<file path="src/pkg/cop_xfer_pkg.sv">
// Shared types and constants for the coprocessor register transfer sequencer
package cop_xfer_pkg;

   // ************************************************************
   // Handshake responses and instruction kinds
   // ************************************************************
   typedef enum logic [1:0] {
      resp_absent = 2'h0,
      resp_wait   = 2'h1,
      resp_go     = 2'h2,
      resp_last   = 2'h3
   } resp_t;

   typedef enum logic [1:0] {
      move_from_cop        = 2'h0,
      move_to_cop          = 2'h1,
      move_double_from_cop = 2'h2,
      move_double_to_cop   = 2'h3
   } cop_op_t;

   // Bus cycle kinds: N nonsequential, S sequential, I idle, C coprocessor
   typedef enum logic [1:0] {
      cyc_n,
      cyc_s,
      cyc_i,
      cyc_c
   } cyc_kind_t;

   // ************************************************************
   // Carriers
   // ************************************************************
   typedef struct packed {
      cop_op_t op;
      logic [3:0] rd_idx;
      logic [3:0] rn_idx;
      logic [31:0] rd_val;
      logic [31:0] rn_val;
   } cop_fetched_word_t;

   typedef struct packed {
      logic we;
      logic [3:0] idx;
      logic [31:0] data;
   } wb_t;

   // ************************************************************
   // Constants
   // ************************************************************
   localparam logic [31:0] UNDEF_VECTOR = 32'h0000_0004;
   localparam logic [31:0] FETCH_STEP = 32'h0000_0004;
   localparam logic [31:0] WORD_RESET = 32'h0000_0000;
   localparam logic [3:0] IDX_RESET = 4'h0;
   localparam logic LATE_ABORT_VALUE = 1'b0;

endpackage

</file>
<file path="src/design/cop_xfer_seq.sv">
// Core-side sequencer for coprocessor register transfers and absent trap
`timescale 1ns/1ps
module cop_xfer_seq (
   input wire logic i_clk,
   input wire logic i_rstn,
   input wire logic i_ce,
   input wire logic i_issue,
   input wire logic i_thumb,
   input wire logic i_irq_pending,
   input wire cop_xfer_pkg::cop_fetched_word_t i_fetched_word,
   input wire logic [31:0] i_next_fetch,
   input wire cop_xfer_pkg::resp_t i_decode_handshake,
   input wire cop_xfer_pkg::resp_t i_execute_handshake,
   input wire logic [31:0] i_cop_word,
   output logic o_ready,
   output logic o_active,
   output logic [31:0] o_fetch_addr,
   output logic o_fetched_word_req_n,
   output logic o_fetched_word_sequential,
   output logic o_data_req_n,
   output logic o_data_sequential,
   output logic [31:0] o_wdata,
   output logic o_pass,
   output logic o_late_abort_flag,
   output cop_xfer_pkg::wb_t o_wb,
   output logic o_undef,
   output logic o_abandon,
   output logic o_done
);

   // ************************************************************
   // State
   // ************************************************************
   typedef enum logic [3:0] {
      s_idle,
      s_wait,
      s_one,
      s_dbl1,
      s_dbl2,
      s_abs,
      s_vec1,
      s_vec2,
      s_vec3
   } state_t;

   state_t state_q, state_d;
   cop_xfer_pkg::cop_fetched_word_t fetched_word_q, fetched_word_d;
   logic [31:0] fetch_q, fetch_d;
   logic [31:0] wdata_q, wdata_d;
   cop_xfer_pkg::wb_t wb_q, wb_d;
   logic undef_q, undef_d;
   logic abandon_q, abandon_d;
   logic done_q, done_d;
   logic take;
   logic from_cop;
   cop_xfer_pkg::cyc_kind_t ikind, dkind;

   assign take = i_issue && !i_thumb && (state_q == s_idle);
   assign from_cop = (fetched_word_q.op == cop_xfer_pkg::move_from_cop) ||
                     (fetched_word_q.op == cop_xfer_pkg::move_double_from_cop);

   // ************************************************************
   // Next state
   // ************************************************************
   always_comb begin
      state_d = state_q;
      fetched_word_d = fetched_word_q;
      fetch_d = fetch_q;
      wdata_d = wdata_q;
      wb_d = '0;
      undef_d = 1'b0;
      abandon_d = 1'b0;
      done_d = 1'b0;
      case (state_q)
         s_idle: begin
            if (take) begin
               fetched_word_d = i_fetched_word;
               fetch_d = i_next_fetch;
               wdata_d = i_fetched_word.rd_val;
               // first answer read on decode handshake
               case (i_decode_handshake)
                  cop_xfer_pkg::resp_last: state_d = s_one;
                  cop_xfer_pkg::resp_go: state_d = s_dbl1;
                  cop_xfer_pkg::resp_wait: state_d = s_wait;
                  default: state_d = s_abs;
               endcase
            end
         end
         s_wait: begin
            case (i_execute_handshake)
               cop_xfer_pkg::resp_last: state_d = s_one;
               cop_xfer_pkg::resp_go: state_d = s_dbl1;
               cop_xfer_pkg::resp_absent: begin
                  state_d = s_vec1;
                  fetch_d = cop_xfer_pkg::UNDEF_VECTOR;
                  undef_d = 1'b1;
               end
               default: begin
                  if (i_irq_pending) begin
                     state_d = s_idle;
                     abandon_d = 1'b1;
                  end
               end
            endcase
         end
         s_one: begin
            // one word into Rd, read side
            if (from_cop) begin
               wb_d = '{we: 1'b1, idx: fetched_word_q.rd_idx, data: i_cop_word};
            end
            state_d = s_idle;
            done_d = 1'b1;
         end
         s_dbl1: begin
            if (from_cop) begin
               wb_d = '{we: 1'b1, idx: fetched_word_q.rd_idx, data: i_cop_word};
            end
            wdata_d = fetched_word_q.rn_val;
            state_d = s_dbl2;
         end
         s_dbl2: begin
            if (from_cop) begin
               wb_d = '{we: 1'b1, idx: fetched_word_q.rn_idx, data: i_cop_word};
            end
            state_d = s_idle;
            done_d = 1'b1;
         end
         s_abs: begin
            // nobody claimed it, take undefined trap
            state_d = s_vec1;
            fetch_d = cop_xfer_pkg::UNDEF_VECTOR;
            undef_d = 1'b1;
         end
         s_vec1: begin
            state_d = s_vec2;
            fetch_d = 32'(fetch_q + cop_xfer_pkg::FETCH_STEP);
         end
         s_vec2: begin
            state_d = s_vec3;
            fetch_d = 32'(fetch_q + cop_xfer_pkg::FETCH_STEP);
         end
         s_vec3: begin
            state_d = s_idle;
         end
         default: begin
            state_d = s_idle;
         end
      endcase
   end

   // Clock enable freezes every flop, so a stalled core holds its place
   always_ff @(posedge i_clk) begin
      if (!i_rstn) begin
         state_q <= s_idle;
         fetched_word_q <= '0;
         fetch_q <= cop_xfer_pkg::WORD_RESET;
         wdata_q <= cop_xfer_pkg::WORD_RESET;
         wb_q <= '0;
         undef_q <= 1'b0;
         abandon_q <= 1'b0;
         done_q <= 1'b0;
      end else if (i_ce) begin
         state_q <= state_d;
         fetched_word_q <= fetched_word_d;
         fetch_q <= fetch_d;
         wdata_q <= wdata_d;
         wb_q <= wb_d;
         undef_q <= undef_d;
         abandon_q <= abandon_d;
         done_q <= done_d;
      end
   end

   // ************************************************************
   // Bus cycle kinds per state
   // ************************************************************
   always_comb begin
      ikind = cop_xfer_pkg::cyc_i;
      dkind = cop_xfer_pkg::cyc_i;
      o_pass = 1'b0;
      case (state_q)
         s_wait, s_abs: begin
            o_pass = 1'b1;
         end
         s_one: begin
            ikind = cop_xfer_pkg::cyc_s;
            dkind = cop_xfer_pkg::cyc_c;
            o_pass = 1'b1;
         end
         s_dbl1: begin
            dkind = cop_xfer_pkg::cyc_c;
            o_pass = 1'b1;
         end
         s_dbl2: begin
            ikind = cop_xfer_pkg::cyc_s;
            dkind = cop_xfer_pkg::cyc_c;
            o_pass = 1'b1;
         end
         s_vec1: begin
            ikind = cop_xfer_pkg::cyc_n;
         end
         s_vec2, s_vec3: begin
            ikind = cop_xfer_pkg::cyc_s;
         end
         default: begin
            ikind = cop_xfer_pkg::cyc_i;
         end
      endcase
   end

   bus_cycle_code u_icode (
      .i_kind(ikind),
      .o_req_n(o_fetched_word_req_n),
      .o_seq(o_fetched_word_sequential)
   );

   bus_cycle_code u_dcode (
      .i_kind(dkind),
      .o_req_n(o_data_req_n),
      .o_seq(o_data_sequential)
   );

   assign o_ready = (state_q == s_idle);
   assign o_active = (state_q != s_idle);
   assign o_fetch_addr = fetch_q;
   assign o_wdata = wdata_q;
   assign o_late_abort_flag = cop_xfer_pkg::LATE_ABORT_VALUE;
   assign o_wb = wb_q;
   assign o_undef = undef_q;
   assign o_abandon = abandon_q;
   assign o_done = done_q;
endmodule

</file>
<file path="src/design/bus_cycle_code.sv">
// Encodes a bus cycle kind into request and sequential strobes
`timescale 1ns/1ps
module bus_cycle_code (
   input wire cop_xfer_pkg::cyc_kind_t i_kind,
   output logic o_req_n,
   output logic o_seq
);

   always_comb begin
      o_req_n = 1'b1;
      o_seq = 1'b0;
      case (i_kind)
         cop_xfer_pkg::cyc_n: begin
            o_req_n = 1'b0;
            o_seq = 1'b0;
         end
         cop_xfer_pkg::cyc_s: begin
            o_req_n = 1'b0;
            o_seq = 1'b1;
         end
         cop_xfer_pkg::cyc_c: begin
            o_req_n = 1'b1;
            o_seq = 1'b1;
         end
         default: begin
            o_req_n = 1'b1;
            o_seq = 1'b0;
         end
      endcase
   end

endmodule

</file>
<file path="config.mk">
export PLATFORM = sky130hd
export DESIGN_NAME = cop_xfer_seq
export DESIGN_NICKNAME = d
export VERILOG_FILES = /design/src/pkg/cop_xfer_pkg.sv /design/src/design/cop_xfer_seq.sv /design/src/design/bus_cycle_code.sv
export SDC_FILE = /design/constraint.sdc
export NUM_CORES = 1
export LEC_CHECK = 0
export BUFFER_PORTS_ARGS = -buffer_cell sky130_fd_sc_hd__buf_2
export CAP_MARGIN = 10
export CORE_MARGIN = 3
export CORE_UTILIZATION = 49
export DETAILED_ROUTE_END_ITERATION = 16
export GPL_ROUTABILITY_DRIVEN = 0
export PLACE_DENSITY = 0.8
export SLEW_MARGIN = 25
export SYNTH_ARGS = -nofsm -noshare
export SYNTH_HDL_FRONTEND = slang
export SYNTH_SLANG_ARGS = --single-unit
</file>
<file path="constraint.sdc">
create_clock -name i_clk -period 2.16 [get_ports i_clk]
set_input_delay 0.108 -clock i_clk [delete_from_list [all_inputs] [get_ports i_clk]]
set_output_delay 0.108 -clock i_clk [all_outputs]
set_load 0.05 [all_outputs]
</file>
==> impl_metrics.toml <==
[place]
dp_hpwl_um = 14600
io_buffers = 256
place_worst_setup_slack_ns = 0.138

[logic_synthesis]
async_reset_ff_frac = 0
syn_nets = 962
synthDistinctLibCells = 59
synthFlopType = "dfxtp_1"
synth.area.top_cells = "dfxtp_1 (45%), nand2_1 (6.7%), a21oi_1 (6.3%)"
yosys_warnings = 0
syn_area_per_cell_um2 = 8.22
netlist.top_cell.by_area = "dfxtp_1"
synth_cells = 813
ys_top_cells_by_count = "dfxtp_1 (149), nand2_1 (119), nor2_1 (102)"
synthesis.area_mm2 = 0.00668
yosysTopAreaCellShare = 0.446
synth_edf_count = 0
synth_most_common_cell = "dfxtp_1"
synth-seq-cells = 149
seq_area_frac_synth = 0.446

[power]
powerDensity_mw_per_mm2 = 788
leakagePower_nw = 4.07
peakVddDrop_mv = 0.735

[clock_network]
h-tree-depth = 4
max-clock-path-buffers = 2
clockRootBuffer = "clkbuf_16"
clock_latency_ns = 0.42
clk_pin_slew_ns = 0.06
numCtsBuffers = 17
cts_setup_buffers = 0
clock-sinks = 149
cts_tree = "built"

[sta]
skew_ns = 0.00844
layout_setup_ws_ns = 0.101
maxSlewHeadroom = 0.546
timing.final.crit_share = 0.953
rsz0062_at_grt = "no"
period_needed_ns = 2.06
hold_viol_final = 0
fmax_mhz = 486
setup_viol_count_final = 0
finalMaxSlewViolations = 0
tightest_slew_ns = 0.676
tns_ns = 0

[critical_path]
endpoint_kind = "flop"
cp.required_ns = 2.49
rr_endpoint = "fetched_word_q[8]"
crit_fanout = 23
crit_arrival_ns = 2.39
critPathLaunchType = "flop"
r2r_cells = 6
r2r_start = "state_q[3]"
rrSetupSlack_ns = 0.10
path_class = "flop to flop"

[floorplanning]
fp.coreArea_mm2 = 0.0133
start_util = 0.503
num_io_pins = 260
die_x_um = 123
num_rows = 42
die-area_mm2 = 0.0151
fp.dieH_um = 123

[route]
vias = 7582
post_drt_wl_per_cell_um = 17.1
vias_per_cell = 5.66
ant_nets = 0
drt_first_pass_iters = 6
totalWireLength_um = 23000
drc = 0
drtIter0Drc = 657

[worst_hold_path]
hp-class = "primary input to flop"
min-delay-start = "i_next_fetch[27]"
whs_path_depth = 3
min_to = "o_fetch_addr[27]"

[grt]
antenna_found_initial = 0
grt_pass1_vias = 7317
grt.overflow.total = 0
track_usage = 0.297
grt_pass1_wl_um = 35600
grt_max_degree = 47

[cells_and_area]
nNetsFinal = 1300
areaGrowthSynthToFinish_pct = 45.4
drive_gt1_frac = 0.289
fillCellCount = 949
n_antenna_cell = 0

[run]
max-cap-violations = 0

[status]
status = "completed"
==> per-layer routing <==
metal  wire length [um]  part of all wire  global-route usage  vias up
met2              11000              0.48               0.492      403
li1                   -                 -                   -     3596
met3               2050             0.089              0.0876       72
met4                861             0.038               0.138        0
met5                  0                 0                   0        -
met1               9010              0.39               0.352     3511
==> area by class of cell <==
type,count,area (um^2),area share
multi-input cells,590,3370,0.347
flip-flops and latches,149,2990,0.307
repair buffers,384,2560,0.264
clock buffers,19,433,0.0446
well taps,176,220,0.0227
clock inverters,12,108,0.0111
inverters,9,36.3,0.00374
==> how the worst max path moves through the flow <==
stage	startpoint	endpoint	slack, ns
floorplan	state_q[1]	o_fetch_addr[15]	0.01
global placement	state_q[1]	o_fetch_addr[4]	0.17
detailed placement	state_q[1]	o_fetch_addr[4]	0.14
CTS	state_q[1]	o_fetch_addr[4]	0.13
global route	state_q[1]	o_fetch_addr[4]	0.0002
finish	state_q[3]	fetched_word_q[8]	0.10
==> worst max-delay path, stage by stage, from the launching register on <==
cell	delay [ns]
dfxtp_1	0.30
or4_1	0.61
buf_4	0.20
nor3_4	0.24
buf_4	0.33
nand2_1	0.13
a21oi_1	0.16
==> state kept, by name, indices dropped and copies added (netlist names) <==
name,count
o_wb,37
state_q,4
o_fetch_addr,32
o_wdata,32
o_abandon,1
o_done,1
o_undef,1
fetched_word_q,41
==> placed cells by master, fill, tap and decap left out, types with 20 or more instances in the layout <==
cell type,n
a211oi_1,33
a21oi_1,84
a22oi_1,45
buf_2,256
buf_4,28
dfxtp_1,147
dlygate4sd3_1,93
mux2i_1,36
nand2_1,119
nor2_1,102
o21ai_0,20
==> through the flow <==
| stage | util | area [um^2] | power [mW] | cells | hold WS (ns) |
|---|---|---|---|---|---|
| after floorplan | - | 6680 | 4.28 | 813 | 0.244 |
| after detailed placement | 0.620 | 8240 | 4.81 | 1215 | 0.350 |
| after global placement | 0.620 | 8240 | 4.78 | 1215 | 0.336 |
| after CTS | 0.731 | 9710 | 7.65 | 1339 | 0.0231 |
| final | 0.731 | 9710 | 7.66 | 1339 | 0.0360 |
| after global routing | 0.731 | 9710 | 7.95 | 1339 | 0.0376 |
==> cell families (layout without fill, tap and decap cells) <==
logic type | count (synthesis) | after routing | synth area share
muxes | 38 | 38 | 0.0573
adders and majority gates | 1 | 1 | 0.00187
buffers and inverters | 74 | 424 | 0.0509
xor gates and xnor gates | 2 | 2 | 0.00262
DFF | 149 | 149 | 0.446
AOI/OAI and AO/OA | 230 | 230 | 0.222
other | 2 | 2 | 0.00112
and+or+nand+nor | 317 | 317 | 0.218
==> where the power goes <==
part           switching [mW]  total, mW  internal (mW)
Clock                    1.15       2.73           1.58
Sequential              0.120       3.04           2.92
Combinational            1.25       1.89          0.644
Total                    2.52       7.66           5.14
==> repair_timing <==
action | in CTS | in global routing
hold buffers | 93 | 0
endpoints found under the hold margin | 93 | 0
gates resized for setup | 0 | 0
Power figures use the tool's default switching activity.
